`config.mk`:
```
export PLATFORM = sky130hd
export DESIGN_NAME = mpc_pump_words
export DESIGN_NICKNAME = d
export VERILOG_FILES = /design/src/logic/mpc_pkg.sv /design/src/logic/mpc_baud_shadow.sv /design/src/logic/mpc_carrier_hyst.sv /design/src/logic/mpc_pump_words.sv
export SDC_FILE = /design/constraint.sdc
export NUM_CORES = 1
export LEC_CHECK = 0
export BUFFER_PORTS_ARGS = -buffer_cell sky130_fd_sc_hd__buf_2
export CAP_MARGIN = 0
export CORE_UTILIZATION = 40
export CTS_BUF_LIST = sky130_fd_sc_hd__clkbuf_8
export CTS_CLUSTER_DIAMETER = 200
export CTS_CLUSTER_SIZE = 16
export DETAILED_ROUTE_END_ITERATION = 10
export SLEW_MARGIN = 10
export SYNTH_ARGS = -nofsm -noshare
export SYNTH_HDL_FRONTEND = slang
export SYNTH_SLANG_ARGS = --single-unit
```
`constraint.sdc`:
```
create_clock -name CLK_I -period 6.8 [get_ports CLK_I]
set_input_delay 0.68 -clock CLK_I [delete_from_list [all_inputs] [get_ports CLK_I]]
set_output_delay 0.68 -clock CLK_I [all_outputs]
set_load 0.02 [all_outputs]
```
`src/logic/mpc_pkg.sv`:
```
package mpc_pkg;

	localparam logic [8:0]  ADDR_CONN     = 9'h1F0;
	localparam logic [8:0]  ADDR_CD_ON    = 9'h1F4;
	localparam logic [8:0]  ADDR_CD_OFF   = 9'h1F5;
	localparam logic [8:0]  ADDR_EYE_MAX  = 9'h1F6;
	localparam logic [8:0]  ADDR_MODEM    = 9'h1F7;
	localparam logic [8:0]  ADDR_MISC     = 9'h1FA;
	localparam logic [8:0]  ADDR_TONE     = 9'h1FC;
	localparam logic [8:0]  ADDR_BUF      = 9'h1FD;

	localparam logic [15:0] RST_CONN      = 16'h0000;
	// Linear codes for -43 dBm and -48 dBm on the 32767 full scale.
	localparam logic [15:0] RST_CD_ON     = 16'h00E8;
	localparam logic [15:0] RST_CD_OFF    = 16'h0082;
	localparam logic [15:0] RST_EYE_MAX   = 16'h0400;
	localparam logic [15:0] RST_MODEM     = 16'h0000;
	localparam logic [15:0] RST_MISC      = 16'h0000;
	localparam logic [15:0] RST_TONE      = 16'h0080;
	localparam logic [15:0] RST_BUF       = 16'h0000;

	localparam int BUF_HDLC       = 7;
	localparam int BUF_SCR_OFF    = 3;
	localparam int BUF_TX_MARKS   = 2;
	localparam int BUF_DSCR_OFF   = 1;
	localparam int BUF_RX_MARKS   = 0;
	localparam int TONE_A_HIT     = 15;
	localparam int TONE_B_HIT     = 14;
	localparam int TONE_CASCADE   = 13;
	localparam int TONE_MULTITONE = 7;
	localparam int TONE_SQR_BYP   = 5;
	localparam int TONE_TIMED     = 4;
	localparam int MISC_GAIN_FRZ  = 14;
	localparam int MISC_GUARD_EN  = 9;
	localparam int MISC_GUARD_SEL = 8;
	localparam int MISC_EYE_EXC   = 4;
	localparam int MISC_EQ_FRZ    = 3;
	localparam int MISC_SYM_SPACE = 2;
	localparam int MODEM_RETRAIN  = 11;
	localparam int MODEM_SEIZE    = 2;

	localparam logic [6:0]  MODE_STANDBY  = 7'h00;
	localparam logic [6:0]  MODE_DIAL     = 7'h03;
	localparam logic [6:0]  MODE_V22BIS   = 7'h08;
	localparam logic [6:0]  MODE_V22      = 7'h09;
	localparam logic [6:0]  MODE_212      = 7'h0B;
	localparam logic [6:0]  MODE_V21      = 7'h10;
	localparam logic [6:0]  MODE_103      = 7'h11;
	localparam logic [6:0]  MODE_V23_FWD  = 7'h13;
	localparam logic [6:0]  MODE_V23_REV  = 7'h14;

	localparam logic [2:0]  TXSEQ_SILENT  = 3'h0;
	localparam logic [2:0]  TXSEQ_DATA    = 3'h5;
	localparam logic [2:0]  TXSEQ_DATA_HI = 3'h6;
	localparam logic [2:0]  TXSEQ_TONE    = 3'h7;

	typedef enum logic [1:0] {
		MPC_TXA_SILENT = 2'b00,
		MPC_TXA_DATA   = 2'b01,
		MPC_TXA_TONE   = 2'b10,
		MPC_TXA_TRAIN  = 2'b11
	} mpc_txa_e;

	typedef enum logic {
		MPC_RT_IDLE = 1'b0,
		MPC_RT_BUSY = 1'b1
	} mpc_rt_e;

	typedef struct packed {
		mpc_txa_e   action;
		logic       scrambler_on;
		logic       force_marks;
		logic       guard_on;
		logic       guard_1800;
	} mpc_tx_s;

	typedef struct packed {
		logic       scrambler_on;
		logic       force_marks;
		logic       hdlc;
	} mpc_rx_s;

	typedef struct packed {
		logic       active;
		logic       multitone;
		logic       timed;
		logic [3:0] digit;
	} mpc_dial_s;

	typedef struct packed {
		logic       cascade;
		logic       squarer_bypass;
		logic       gain_freeze;
		logic       eq_freeze;
		logic       eq_symbol_spaced;
	} mpc_dsp_s;

endpackage

```
`src/logic/mpc_baud_shadow.sv`:
```
// Holds the working copy of a threshold word; it follows the host copy
// only at a baud boundary so a detector never sees a threshold change mid-baud.
module mpc_baud_shadow #(
	parameter logic [15:0] RESET_VALUE = 16'h0000
) (
	input  wire logic        clk_i,
	input  wire logic        rst_i,
	input  wire logic        tick_i,
	input  wire logic [15:0] d_i,
	output logic      [15:0] q_o
);

	always_ff @(posedge clk_i or posedge rst_i) begin
		if (rst_i) begin
			q_o <= RESET_VALUE;
		end else if (tick_i) begin
			q_o <= d_i;
		end
	end

endmodule

```
`src/logic/mpc_carrier_hyst.sv`:
```
// Carrier detect with two thresholds; forcing inputs take priority.
module mpc_carrier_hyst (
	input  wire logic        clk_i,
	input  wire logic        rst_i,
	input  wire logic        force_off_i,
	input  wire logic        force_on_i,
	input  wire logic [15:0] energy_i,
	input  wire logic [15:0] on_level_i,
	input  wire logic [15:0] off_level_i,
	output logic             present_o
);

	wire drop  = present_o && (energy_i < off_level_i);
	wire raise = !present_o && (energy_i > on_level_i);

	always_ff @(posedge clk_i or posedge rst_i) begin
		if (rst_i) begin
			present_o <= 1'b0;
		end else if (force_off_i) begin
			present_o <= 1'b0;
		end else if (force_on_i) begin
			present_o <= 1'b1;
		end else if (drop) begin
			present_o <= 1'b0;
		end else if (raise) begin
			present_o <= 1'b1;
		end
	end

endmodule

```
`src/logic/mpc_pump_words.sv`:
```
module mpc_pump_words (
	// Clock and reset
	input  wire logic               CLK_I,
	input  wire logic               RST_I,
	// Host word access
	input  wire logic               RAM_REQ_I,
	input  wire logic               RAM_WE_I,
	input  wire logic [8:0]         RAM_ADDR_I,
	input  wire logic [15:0]        RAM_WDATA_I,
	output logic      [15:0]        RAM_RDATA_O,
	output logic                    RAM_ACK_O,
	// Pump configuration
	input  wire logic [6:0]         MODE_I,
	input  wire logic [2:0]         TXSEQ_I,
	input  wire logic               PARALLEL_XFER_I,
	input  wire logic               BAUD_TICK_I,
	// Signal processing status
	input  wire logic               FIRST_BIQUAD_HIT_I,
	input  wire logic               SECOND_BIQUAD_HIT_I,
	input  wire logic               CASCADE_HIT_I,
	input  wire logic [15:0]        EYE_QUALITY_LEVEL_I,
	input  wire logic [15:0]        LINE_ENERGY_I,
	input  wire logic               RETRAIN_DONE_I,
	input  wire logic               HANDSHAKE_DONE_I,
	input  wire logic [6:0]         NEGOTIATED_MODE_I,
	// Data path
	input  wire logic               TX_HOST_BIT_I,
	input  wire logic               RX_LINE_BIT_I,
	output logic                    TX_LINE_BIT_O,
	output logic                    RX_HOST_BIT_O,
	// Controls to the pump
	output mpc_pkg::mpc_tx_s        TX_CTRL_O,
	output mpc_pkg::mpc_rx_s        RX_CTRL_O,
	output mpc_pkg::mpc_dial_s      DIAL_CTRL_O,
	output mpc_pkg::mpc_dsp_s       DSP_CTRL_O,
	output logic                    EQ_DISCARD_O,
	output logic                    RETRAIN_START_O,
	output logic                    CARRIER_PRESENT_O,
	output logic                    LINE_RELAY_N_O
);

	logic [15:0]          buffer_control;
	logic [15:0]          tone_detect_dial_control;
	logic [15:0]          misc_pump_controls;
	logic [15:0]          modem_control_status;
	logic [15:0]          connection_mode_report;
	logic [15:0]          carrier_on_threshold;
	logic [15:0]          carrier_off_threshold;
	logic [15:0]          eye_quality_max_threshold;
	logic [15:0]          on_applied;
	logic [15:0]          off_applied;
	logic [15:0]          eye_max_applied;
	logic [15:0]          next_modem;
	logic [15:0]          rd_data;
	logic [6:0]           mode_q;
	mpc_pkg::mpc_rt_e     rt_state;
	mpc_pkg::mpc_rt_e     next_rt_state;
	mpc_pkg::mpc_txa_e    tx_action;
	mpc_pkg::mpc_tx_s     next_tx;
	mpc_pkg::mpc_rx_s     next_rx;
	mpc_pkg::mpc_dial_s   next_dial;
	mpc_pkg::mpc_dsp_s    next_dsp;

	// Mode classification.
	wire is_v22fam = (MODE_I == mpc_pkg::MODE_V22BIS) || (MODE_I == mpc_pkg::MODE_V22)
		|| (MODE_I == mpc_pkg::MODE_212);
	wire is_fsk    = (MODE_I == mpc_pkg::MODE_V21) || (MODE_I == mpc_pkg::MODE_103)
		|| (MODE_I == mpc_pkg::MODE_V23_FWD) || (MODE_I == mpc_pkg::MODE_V23_REV);
	wire is_data   = is_v22fam || is_fsk;
	wire is_dial   = (MODE_I == mpc_pkg::MODE_DIAL);
	wire mode_chg  = (MODE_I != mode_q);
	wire enter_data = mode_chg && is_data;
	wire enter_dial = mode_chg && is_dial;

	// Host access decode.
	wire wr          = RAM_REQ_I && RAM_WE_I;
	wire wr_buf      = wr && (RAM_ADDR_I == mpc_pkg::ADDR_BUF);
	wire wr_tone     = wr && (RAM_ADDR_I == mpc_pkg::ADDR_TONE);
	wire wr_misc     = wr && (RAM_ADDR_I == mpc_pkg::ADDR_MISC);
	wire wr_modem    = wr && (RAM_ADDR_I == mpc_pkg::ADDR_MODEM);
	wire wr_cd_on    = wr && (RAM_ADDR_I == mpc_pkg::ADDR_CD_ON);
	wire wr_cd_off   = wr && (RAM_ADDR_I == mpc_pkg::ADDR_CD_OFF);
	wire wr_eye_max  = wr && (RAM_ADDR_I == mpc_pkg::ADDR_EYE_MAX);

	// Retrain only makes sense on a live 2400 bps link.
	wire retrain_go  = (rt_state == mpc_pkg::MPC_RT_IDLE)
		&& modem_control_status[mpc_pkg::MODEM_RETRAIN]
		&& (MODE_I == mpc_pkg::MODE_V22BIS) && !mode_chg;
	wire retrain_end = (rt_state == mpc_pkg::MPC_RT_BUSY) && RETRAIN_DONE_I;

	// Eye-quality compare, only meaningful in V.22-family data modes.
	wire eye_exceeded = is_v22fam && (EYE_QUALITY_LEVEL_I > eye_max_applied);

	always_comb begin
		unique case (rt_state)
			mpc_pkg::MPC_RT_IDLE: begin
				next_rt_state = retrain_go ? mpc_pkg::MPC_RT_BUSY : mpc_pkg::MPC_RT_IDLE;
			end
			mpc_pkg::MPC_RT_BUSY: begin
				next_rt_state = (retrain_end || mode_chg) ? mpc_pkg::MPC_RT_IDLE
					: mpc_pkg::MPC_RT_BUSY;
			end
		endcase
	end

	always_comb begin
		next_modem = wr_modem ? RAM_WDATA_I : modem_control_status;
		if (retrain_go || enter_data) begin
			next_modem[mpc_pkg::MODEM_RETRAIN] = 1'b0;
		end
		if (enter_data || enter_dial) begin
			next_modem[mpc_pkg::MODEM_SEIZE] = 1'b1;
		end
	end

	// Transmit sequence decode for both mode families.
	always_comb begin
		tx_action = mpc_pkg::MPC_TXA_TRAIN;
		if (TXSEQ_I == mpc_pkg::TXSEQ_SILENT) begin
			tx_action = mpc_pkg::MPC_TXA_SILENT;
		end else if (TXSEQ_I == mpc_pkg::TXSEQ_DATA) begin
			tx_action = mpc_pkg::MPC_TXA_DATA;
		end else if (TXSEQ_I == mpc_pkg::TXSEQ_TONE) begin
			tx_action = mpc_pkg::MPC_TXA_TONE;
		end else if (is_v22fam && (TXSEQ_I == mpc_pkg::TXSEQ_DATA_HI)) begin
			tx_action = mpc_pkg::MPC_TXA_DATA;
		end
	end

	always_comb begin
		next_tx.action       = tx_action;
		next_tx.scrambler_on = is_v22fam && !buffer_control[mpc_pkg::BUF_SCR_OFF];
		next_tx.force_marks  = buffer_control[mpc_pkg::BUF_TX_MARKS];
		next_tx.guard_on     = is_v22fam && misc_pump_controls[mpc_pkg::MISC_GUARD_EN];
		next_tx.guard_1800   = misc_pump_controls[mpc_pkg::MISC_GUARD_SEL];
		next_rx.scrambler_on = is_v22fam && !buffer_control[mpc_pkg::BUF_DSCR_OFF];
		next_rx.force_marks  = buffer_control[mpc_pkg::BUF_RX_MARKS];
		next_rx.hdlc         = is_data && PARALLEL_XFER_I && buffer_control[mpc_pkg::BUF_HDLC];
		next_dial.active     = is_dial;
		next_dial.multitone  = is_dial && tone_detect_dial_control[mpc_pkg::TONE_MULTITONE];
		next_dial.timed      = tone_detect_dial_control[mpc_pkg::TONE_TIMED];
		next_dial.digit      = tone_detect_dial_control[3:0];
		next_dsp.cascade     = tone_detect_dial_control[mpc_pkg::TONE_CASCADE];
		next_dsp.squarer_bypass = tone_detect_dial_control[mpc_pkg::TONE_CASCADE]
			&& tone_detect_dial_control[mpc_pkg::TONE_SQR_BYP];
		next_dsp.gain_freeze = is_v22fam && misc_pump_controls[mpc_pkg::MISC_GAIN_FRZ];
		next_dsp.eq_freeze   = misc_pump_controls[mpc_pkg::MISC_EQ_FRZ];
		next_dsp.eq_symbol_spaced = !is_v22fam && misc_pump_controls[mpc_pkg::MISC_SYM_SPACE];
	end

	always_comb begin
		unique case (RAM_ADDR_I)
			mpc_pkg::ADDR_CONN:    rd_data = connection_mode_report;
			mpc_pkg::ADDR_CD_ON:   rd_data = carrier_on_threshold;
			mpc_pkg::ADDR_CD_OFF:  rd_data = carrier_off_threshold;
			mpc_pkg::ADDR_EYE_MAX: rd_data = eye_quality_max_threshold;
			mpc_pkg::ADDR_MODEM:   rd_data = modem_control_status;
			mpc_pkg::ADDR_MISC:    rd_data = misc_pump_controls;
			mpc_pkg::ADDR_TONE:    rd_data = tone_detect_dial_control;
			mpc_pkg::ADDR_BUF:     rd_data = buffer_control;
			default:               rd_data = 16'h0000;
		endcase
	end

	always_ff @(posedge CLK_I or posedge RST_I) begin
		if (RST_I) begin
			RAM_ACK_O   <= 1'b0;
			RAM_RDATA_O <= 16'h0000;
		end else begin
			RAM_ACK_O <= RAM_REQ_I;
			if (RAM_REQ_I && !RAM_WE_I) begin
				RAM_RDATA_O <= rd_data;
			end
		end
	end

	always_ff @(posedge CLK_I or posedge RST_I) begin
		if (RST_I) begin
			buffer_control            <= mpc_pkg::RST_BUF;
			carrier_on_threshold      <= mpc_pkg::RST_CD_ON;
			carrier_off_threshold     <= mpc_pkg::RST_CD_OFF;
			eye_quality_max_threshold <= mpc_pkg::RST_EYE_MAX;
		end else begin
			if (wr_buf) begin
				buffer_control <= RAM_WDATA_I;
			end
			if (wr_cd_on) begin
				carrier_on_threshold <= RAM_WDATA_I;
			end
			if (wr_cd_off) begin
				carrier_off_threshold <= RAM_WDATA_I;
			end
			if (wr_eye_max) begin
				eye_quality_max_threshold <= RAM_WDATA_I;
			end
		end
	end

	always_ff @(posedge CLK_I or posedge RST_I) begin
		if (RST_I) begin
			tone_detect_dial_control <= mpc_pkg::RST_TONE;
		end else begin
			tone_detect_dial_control[mpc_pkg::TONE_A_HIT] <=
				tone_detect_dial_control[mpc_pkg::TONE_CASCADE] ? CASCADE_HIT_I
				: FIRST_BIQUAD_HIT_I;
			tone_detect_dial_control[mpc_pkg::TONE_B_HIT] <= SECOND_BIQUAD_HIT_I;
			if (wr_tone) begin
				tone_detect_dial_control[13:0] <= RAM_WDATA_I[13:0];
			end
		end
	end

	always_ff @(posedge CLK_I or posedge RST_I) begin
		if (RST_I) begin
			misc_pump_controls <= mpc_pkg::RST_MISC;
		end else begin
			if (wr_misc) begin
				misc_pump_controls[15:5] <= RAM_WDATA_I[15:5];
				misc_pump_controls[3:0]  <= RAM_WDATA_I[3:0];
			end
			if (!is_v22fam) begin
				misc_pump_controls[mpc_pkg::MISC_EYE_EXC] <= 1'b0;
			end else if (BAUD_TICK_I) begin
				misc_pump_controls[mpc_pkg::MISC_EYE_EXC] <= eye_exceeded;
			end
		end
	end

	always_ff @(posedge CLK_I or posedge RST_I) begin
		if (RST_I) begin
			modem_control_status <= mpc_pkg::RST_MODEM;
			rt_state             <= mpc_pkg::MPC_RT_IDLE;
			mode_q               <= mpc_pkg::MODE_STANDBY;
			RETRAIN_START_O      <= 1'b0;
			EQ_DISCARD_O         <= 1'b0;
		end else begin
			modem_control_status <= next_modem;
			rt_state             <= next_rt_state;
			mode_q               <= MODE_I;
			RETRAIN_START_O      <= retrain_go;
			EQ_DISCARD_O         <= mode_chg;
		end
	end

	always_ff @(posedge CLK_I or posedge RST_I) begin
		if (RST_I) begin
			connection_mode_report <= mpc_pkg::RST_CONN;
		end else if (HANDSHAKE_DONE_I) begin
			connection_mode_report <= {9'h000, NEGOTIATED_MODE_I};
		end
	end

	always_ff @(posedge CLK_I or posedge RST_I) begin
		if (RST_I) begin
			TX_CTRL_O      <= '0;
			RX_CTRL_O      <= '0;
			DIAL_CTRL_O    <= '0;
			DSP_CTRL_O     <= '0;
			TX_LINE_BIT_O  <= 1'b1;
			RX_HOST_BIT_O  <= 1'b1;
			LINE_RELAY_N_O <= 1'b1;
		end else begin
			TX_CTRL_O      <= next_tx;
			RX_CTRL_O      <= next_rx;
			DIAL_CTRL_O    <= next_dial;
			DSP_CTRL_O     <= next_dsp;
			TX_LINE_BIT_O  <= TX_HOST_BIT_I || buffer_control[mpc_pkg::BUF_TX_MARKS];
			RX_HOST_BIT_O  <= RX_LINE_BIT_I || buffer_control[mpc_pkg::BUF_RX_MARKS];
			LINE_RELAY_N_O <= !next_modem[mpc_pkg::MODEM_SEIZE];
		end
	end

	mpc_baud_shadow #(
		.RESET_VALUE (mpc_pkg::RST_CD_ON)
	) u_on_shadow (
		.clk_i  (CLK_I),
		.rst_i  (RST_I),
		.tick_i (BAUD_TICK_I),
		.d_i    (carrier_on_threshold),
		.q_o    (on_applied)
	);

	mpc_baud_shadow #(
		.RESET_VALUE (mpc_pkg::RST_CD_OFF)
	) u_off_shadow (
		.clk_i  (CLK_I),
		.rst_i  (RST_I),
		.tick_i (BAUD_TICK_I),
		.d_i    (carrier_off_threshold),
		.q_o    (off_applied)
	);

	mpc_baud_shadow #(
		.RESET_VALUE (mpc_pkg::RST_EYE_MAX)
	) u_eye_shadow (
		.clk_i  (CLK_I),
		.rst_i  (RST_I),
		.tick_i (BAUD_TICK_I),
		.d_i    (eye_quality_max_threshold),
		.q_o    (eye_max_applied)
	);

	mpc_carrier_hyst u_carrier (
		.clk_i       (CLK_I),
		.rst_i       (RST_I),
		.force_off_i (retrain_go || ((rt_state == mpc_pkg::MPC_RT_BUSY) && !RETRAIN_DONE_I)),
		.force_on_i  (retrain_end),
		.energy_i    (LINE_ENERGY_I),
		.on_level_i  (on_applied),
		.off_level_i (off_applied),
		.present_o   (CARRIER_PRESENT_O)
	);

endmodule

```
==> flow_summary.rst <==
.. list-table::
   :header-rows: 1

   * - Metric
     - Value
   * - Status
     - finished, final reports clean
   * - Number of DRC violations after detailed-routing iteration 0
     - 453
   * - Sum of overflow across all layers after global routing
     - 0
   * - Total number of vias
     - 6,897
   * - WL/cell
     - between 15 and 20 µm
   * - Capturing point of the worst reg2reg path
     - u_carrier.present_o
   * - Diodes inserted
     - 0
   * - Number of instances in the synthesized netlist
     - between 800 and 900
   * - Power density of the placed cells
     - around 190 nW/µm²
   * - Most instantiated library cell after synthesis
     - sky130_fd_sc_hd__dfrtp_1
   * - Worst EP required
     - between 7000 and 8000 ps
   * - Cell area after synthesis
     - around 10,000 µm²
   * - Chip width
     - about 160 µm
   * - Max-slew headroom at the worst pin
     - just over 30%
   * - Depth of the CTS H-tree
     - 1
   * - Post-placement cell count
     - ~1,300
   * - Worst r2r path cells
     - 6
   * - Number of warnings printed during yosys synthesis
     - 0
   * - Number of buffers on the longest clock path
     - 3
   * - Total clock sinks
     - 219
   * - Placement-stage cell area
     - about 11,000 µm²
   * - Data arrival time of the critical path
     - about 3000 ps
   * - Maximum operating frequency
     - between 0.3 and 0.4 GHz
   * - Leading register cell type out of synthesis
     - sky130_fd_sc_hd__dfrtp_1
   * - Detail Placement HPWL
     - between 15 and 20 mm
   * - Worst hold slack after final layout
     - between 150 and 200 ps
   * - Shortest clock period the worst path allows after layout
     - between 2000 and 3000 ps
   * - Worst min path class
     - in2async
   * - Ports
     - approximately 130
   * - Number of global-route vias before repair
     - approximately 6,900
   * - Initial Util
     - 40.6%
   * - Cell types occupying the most area after synthesis
     - sky130_fd_sc_hd__dfrtp_1 49%, sky130_fd_sc_hd__mux2_2 11%, sky130_fd_sc_hd__ha_1 5.8%, sky130_fd_sc_hd__dfstp_2 4.6%, sky130_fd_sc_hd__o21ai_0 3.5%
   * - Root buffer cell
     - sky130_fd_sc_hd__clkbuf_8
   * - Critical path peak fanout
     - 16
   * - Setup TNS Final
     - 0 ps
   * - GPL Wtd Cong
     - between 0.8 and 0.9
   * - Power after layout
     - 0.00220 W
   * - Total global-route track usage
     - approximately a fifth
   * - Fraction of final layout cells with drive strength greater than 1
     - between 20% and 30%
   * - Crit-path max cell delay
     - approximately 760 ps
   * - Slew at the pin closest to its max-slew limit
     - approximately 1000 ps
   * - Cell variety after synth
     - around 60
   * - Clock buffers created by TritonCTS
     - 17
   * - Post-cts gate resize count
     - 0
   * - Flop-to-flop setup slack
     - roughly 4800 ps
   * - Area of the die
     - approximately 26,000 µm²
   * - Count of pins over their slew limit
     - 0
   * - Number of synthesized flops with an enable pin
     - 0
   * - Maximum Capacitance Violations
     - 0
   * - Leakage component of the power
     - between 5 and 6 nW
   * - Final number of setup-violating endpoints
     - 0
   * - Total nets after synthesis
     - around 1,000
   * - Met1 GRT Util
     - 28.7%
   * - Core area
     - between 20,000 and 30,000 µm²
   * - Total of buffers placed on input and output ports
     - 130
   * - Clock-pin slew on the worst setup and hold paths
     - about 110 ps
   * - Post-route fraction of the period consumed by the critical path
     - about two fifths
   * - Pin count of the biggest net entering global routing
     - 96
   * - Async S/R FF share, synth
     - 100%
   * - Peak supply drop
     - approximately 130 µV
   * - Antenna violations before repair
     - 0
   * - Global routing usage on met2
     - between 30% and 40%
   * - Post-detailed-route DRC marker count
     - 0
   * - Routed via count divided by cell count
     - slightly above 5
   * - Met3 routing resource usage after global routing
     - ~2.7%
   * - Final routed wirelength across all metal layers
     - 25.4 mm
   * - Residual antenna-violating net count after detailed routing
     - 0
   * - Cell row count
     - 58
   * - Area fraction of the dominant cell type after synthesis
     - between 40% and 50%
   * - Final Instance Area
     - around 11,000 µm²
   * - Setup fix buffers added after clock tree synthesis
     - 0
   * - Worst R2R Start
     - mode_q[2]
   * - Master of the slowest instance on the critical path
     - sky130_fd_sc_hd__and3_1
   * - Number of buffers inserted by hold repair at cts
     - 0
   * - Maximum clock skew at final layout
     - 19.5 ps
   * - Number of nets in the layout
     - 1,124
   * - Post-route insts no fill
     - between 1,000 and 1,500
   * - Sequential share of the synthesized area
     - between 50 and 60%
   * - Final-report hold violation count
     - 0
   * - Worst-path cell chain
     - buf_2 > or2b_1 > nor4_4 > and3_1 > mux2_2
   * - Area delta synth->final
     - 11.7%
   * - Critical path endpoint category
     - flip-flop
   * - Worst skew pair latency
     - ~500 ps
   * - Kind of start point of the critical path
     - input pin
   * - Category of the critical setup timing path
     - in2reg
   * - #FFs+latches synth
     - 219
   * - Setup repair after global routing missed its margin
     - no
   * - 1st-pass router iterations
     - 5
   * - Clock tree from TritonCTS
     - done
   * - Global-route wire length before repair
     - 39.6 mm
   * - Height of the chip
     - 162 µm
   * - Dominant cell type by area after synthesis
     - sky130_fd_sc_hd__dfrtp_1
   * - Peak-usage layer in the global routing report
     - met2
   * - Per-instance average area after synthesis
     - 11.7 µm²
   * - Top cell types by occurrence after synthesis
     - 201 x sky130_fd_sc_hd__dfrtp_1, 99 x sky130_fd_sc_hd__mux2_2, 73 x sky130_fd_sc_hd__nand2_1, 71 x sky130_fd_sc_hd__o21ai_0, 51 x sky130_fd_sc_hd__inv_1
[cells in the final DEF, fill, tap and decap left out, types with 2 or more instances in the layout]
cell / Yosys / layout
sky130_fd_sc_hd__and2_1: 5 / 5
sky130_fd_sc_hd__nor3_4: 2 / 2
sky130_fd_sc_hd__and3_1: 4 / 4
sky130_fd_sc_hd__buf_2: 7 / 130
sky130_fd_sc_hd__mux2_1: 24 / 24
sky130_fd_sc_hd__inv_1: 51 / 61
sky130_fd_sc_hd__nor2b_1: 8 / 8
sky130_fd_sc_hd__nor4_4: 2 / 2
sky130_fd_sc_hd__a21oi_1: 37 / 37
sky130_fd_sc_hd__a21o_1: 3 / 3
sky130_fd_sc_hd__clkbuf_8: 0 / 17
sky130_fd_sc_hd__nand3b_1: 2 / 2
sky130_fd_sc_hd__o21ai_0: 71 / 71
sky130_fd_sc_hd__a221oi_1: 9 / 9
sky130_fd_sc_hd__mux2i_1: 20 / 20
sky130_fd_sc_hd__or2_2: 3 / 3
sky130_fd_sc_hd__nand4_1: 7 / 7
sky130_fd_sc_hd__dfstp_2: 18 / 18
sky130_fd_sc_hd__a211oi_1: 10 / 10
sky130_fd_sc_hd__nor4_1: 4 / 4
sky130_fd_sc_hd__o22ai_1: 8 / 8
sky130_fd_sc_hd__nand2_1: 73 / 73
sky130_fd_sc_hd__xor2_1: 5 / 5
sky130_fd_sc_hd__xnor2_1: 3 / 3
sky130_fd_sc_hd__nand2_4: 2 / 2
sky130_fd_sc_hd__nand3_1: 11 / 11
sky130_fd_sc_hd__a22oi_1: 18 / 18
sky130_fd_sc_hd__a222oi_1: 3 / 3
sky130_fd_sc_hd__nor3_1: 5 / 5
sky130_fd_sc_hd__buf_4: 5 / 7
sky130_fd_sc_hd__mux2_2: 99 / 99
sky130_fd_sc_hd__nor2_1: 49 / 49
sky130_fd_sc_hd__nand2b_1: 7 / 7
sky130_fd_sc_hd__ha_1: 47 / 47
sky130_fd_sc_hd__dfrtp_1: 201 / 201
[cells by family (layout without fill, tap and decap cells)]
kind of cell,count (synthesis),after routing,synth area share (%)
muxes,143,143,15.5
buffers and inverters,89,218,4.04
AOI/OAI and AO/OA,168,168,9.89
adders and majority gates,47,47,5.77
xor gates and xnor gates,8,8,0.687
DFF,219,219,54.0
and+or+nand+nor,197,197,10.1
[stage by stage]
step | worst slack (ps) | util (%)
2_1_floorplan | 157 | -
3_3_place_gp | 3730 | 44.2
3_5_place_dp | 3690 | 44.2
4_1_cts | 4240 | 45.4
5_1_grt | 3970 | 45.4
6_report | 4190 | 45.4
[registers in the layout, summed over array words and instances, names as in the netlist, 16 cells and up]
name	cells
RAM_RDATA_O	16
buffer_control	16
carrier_off_threshold	16
carrier_on_threshold	16
eye_quality_max_threshold	16
misc_pump_controls	16
modem_control_status	16
tone_detect_dial_control	16
u_eye_shadow.q_o	16
u_off_shadow.q_o	16
u_on_shadow.q_o	16
[worst max-delay path by stage]
stage | from | end | cells after the start
3_5_place_dp | RAM_ADDR_I[2] | carrier_on_threshold[0] | 5
6_report | RAM_ADDR_I[2] | carrier_on_threshold[1] | 5
2_1_floorplan | RST_I | DIAL_CTRL_O[0] | 1
4_1_cts | RAM_ADDR_I[2] | carrier_on_threshold[1] | 5
5_1_grt | RAM_ADDR_I[1] | modem_control_status[2] | 5
3_3_place_gp | RAM_ADDR_I[2] | carrier_on_threshold[0] | 5
[power by group]
group / leakage (nW) / switching (W) / internal (W) / total (W)
sequential: 2.93 / 0.0000166 / 0.00133 / 0.00135
clock: 0.181 / 0.000418 / 0.000237 / 0.000655
combinational: 2.32 / 0.000125 / 0.0000712 / 0.000196
[worst max-delay path, delay by kind of cell]
family / cells / cell delay [ps]
simple gates: 3 / 1600
mux: 1 / 410
buf+inv: 1 / 320
[metal layers]
metal | share of wire, % | vias to the layer above
met2 | 46 | 144
met5 | 0 | -
met1 | 47 | 3399
met3 | 4.6 | 32
met4 | 2.1 | 0
li1 | - | 3322
[cell type report]
class | instances | area (µm²)
Tap cell | 330 | 413
Fill cell | 2448 | 13700
Clock buffer | 17 | 234
Inverter | 52 | 208
Multi-Input combinational cell | 563 | 4280
Timing Repair Buffer | 137 | 703
Sequential cell | 219 | 5500
Clock inverter | 12 | 48.8
(Power assumes the default switching activity.)
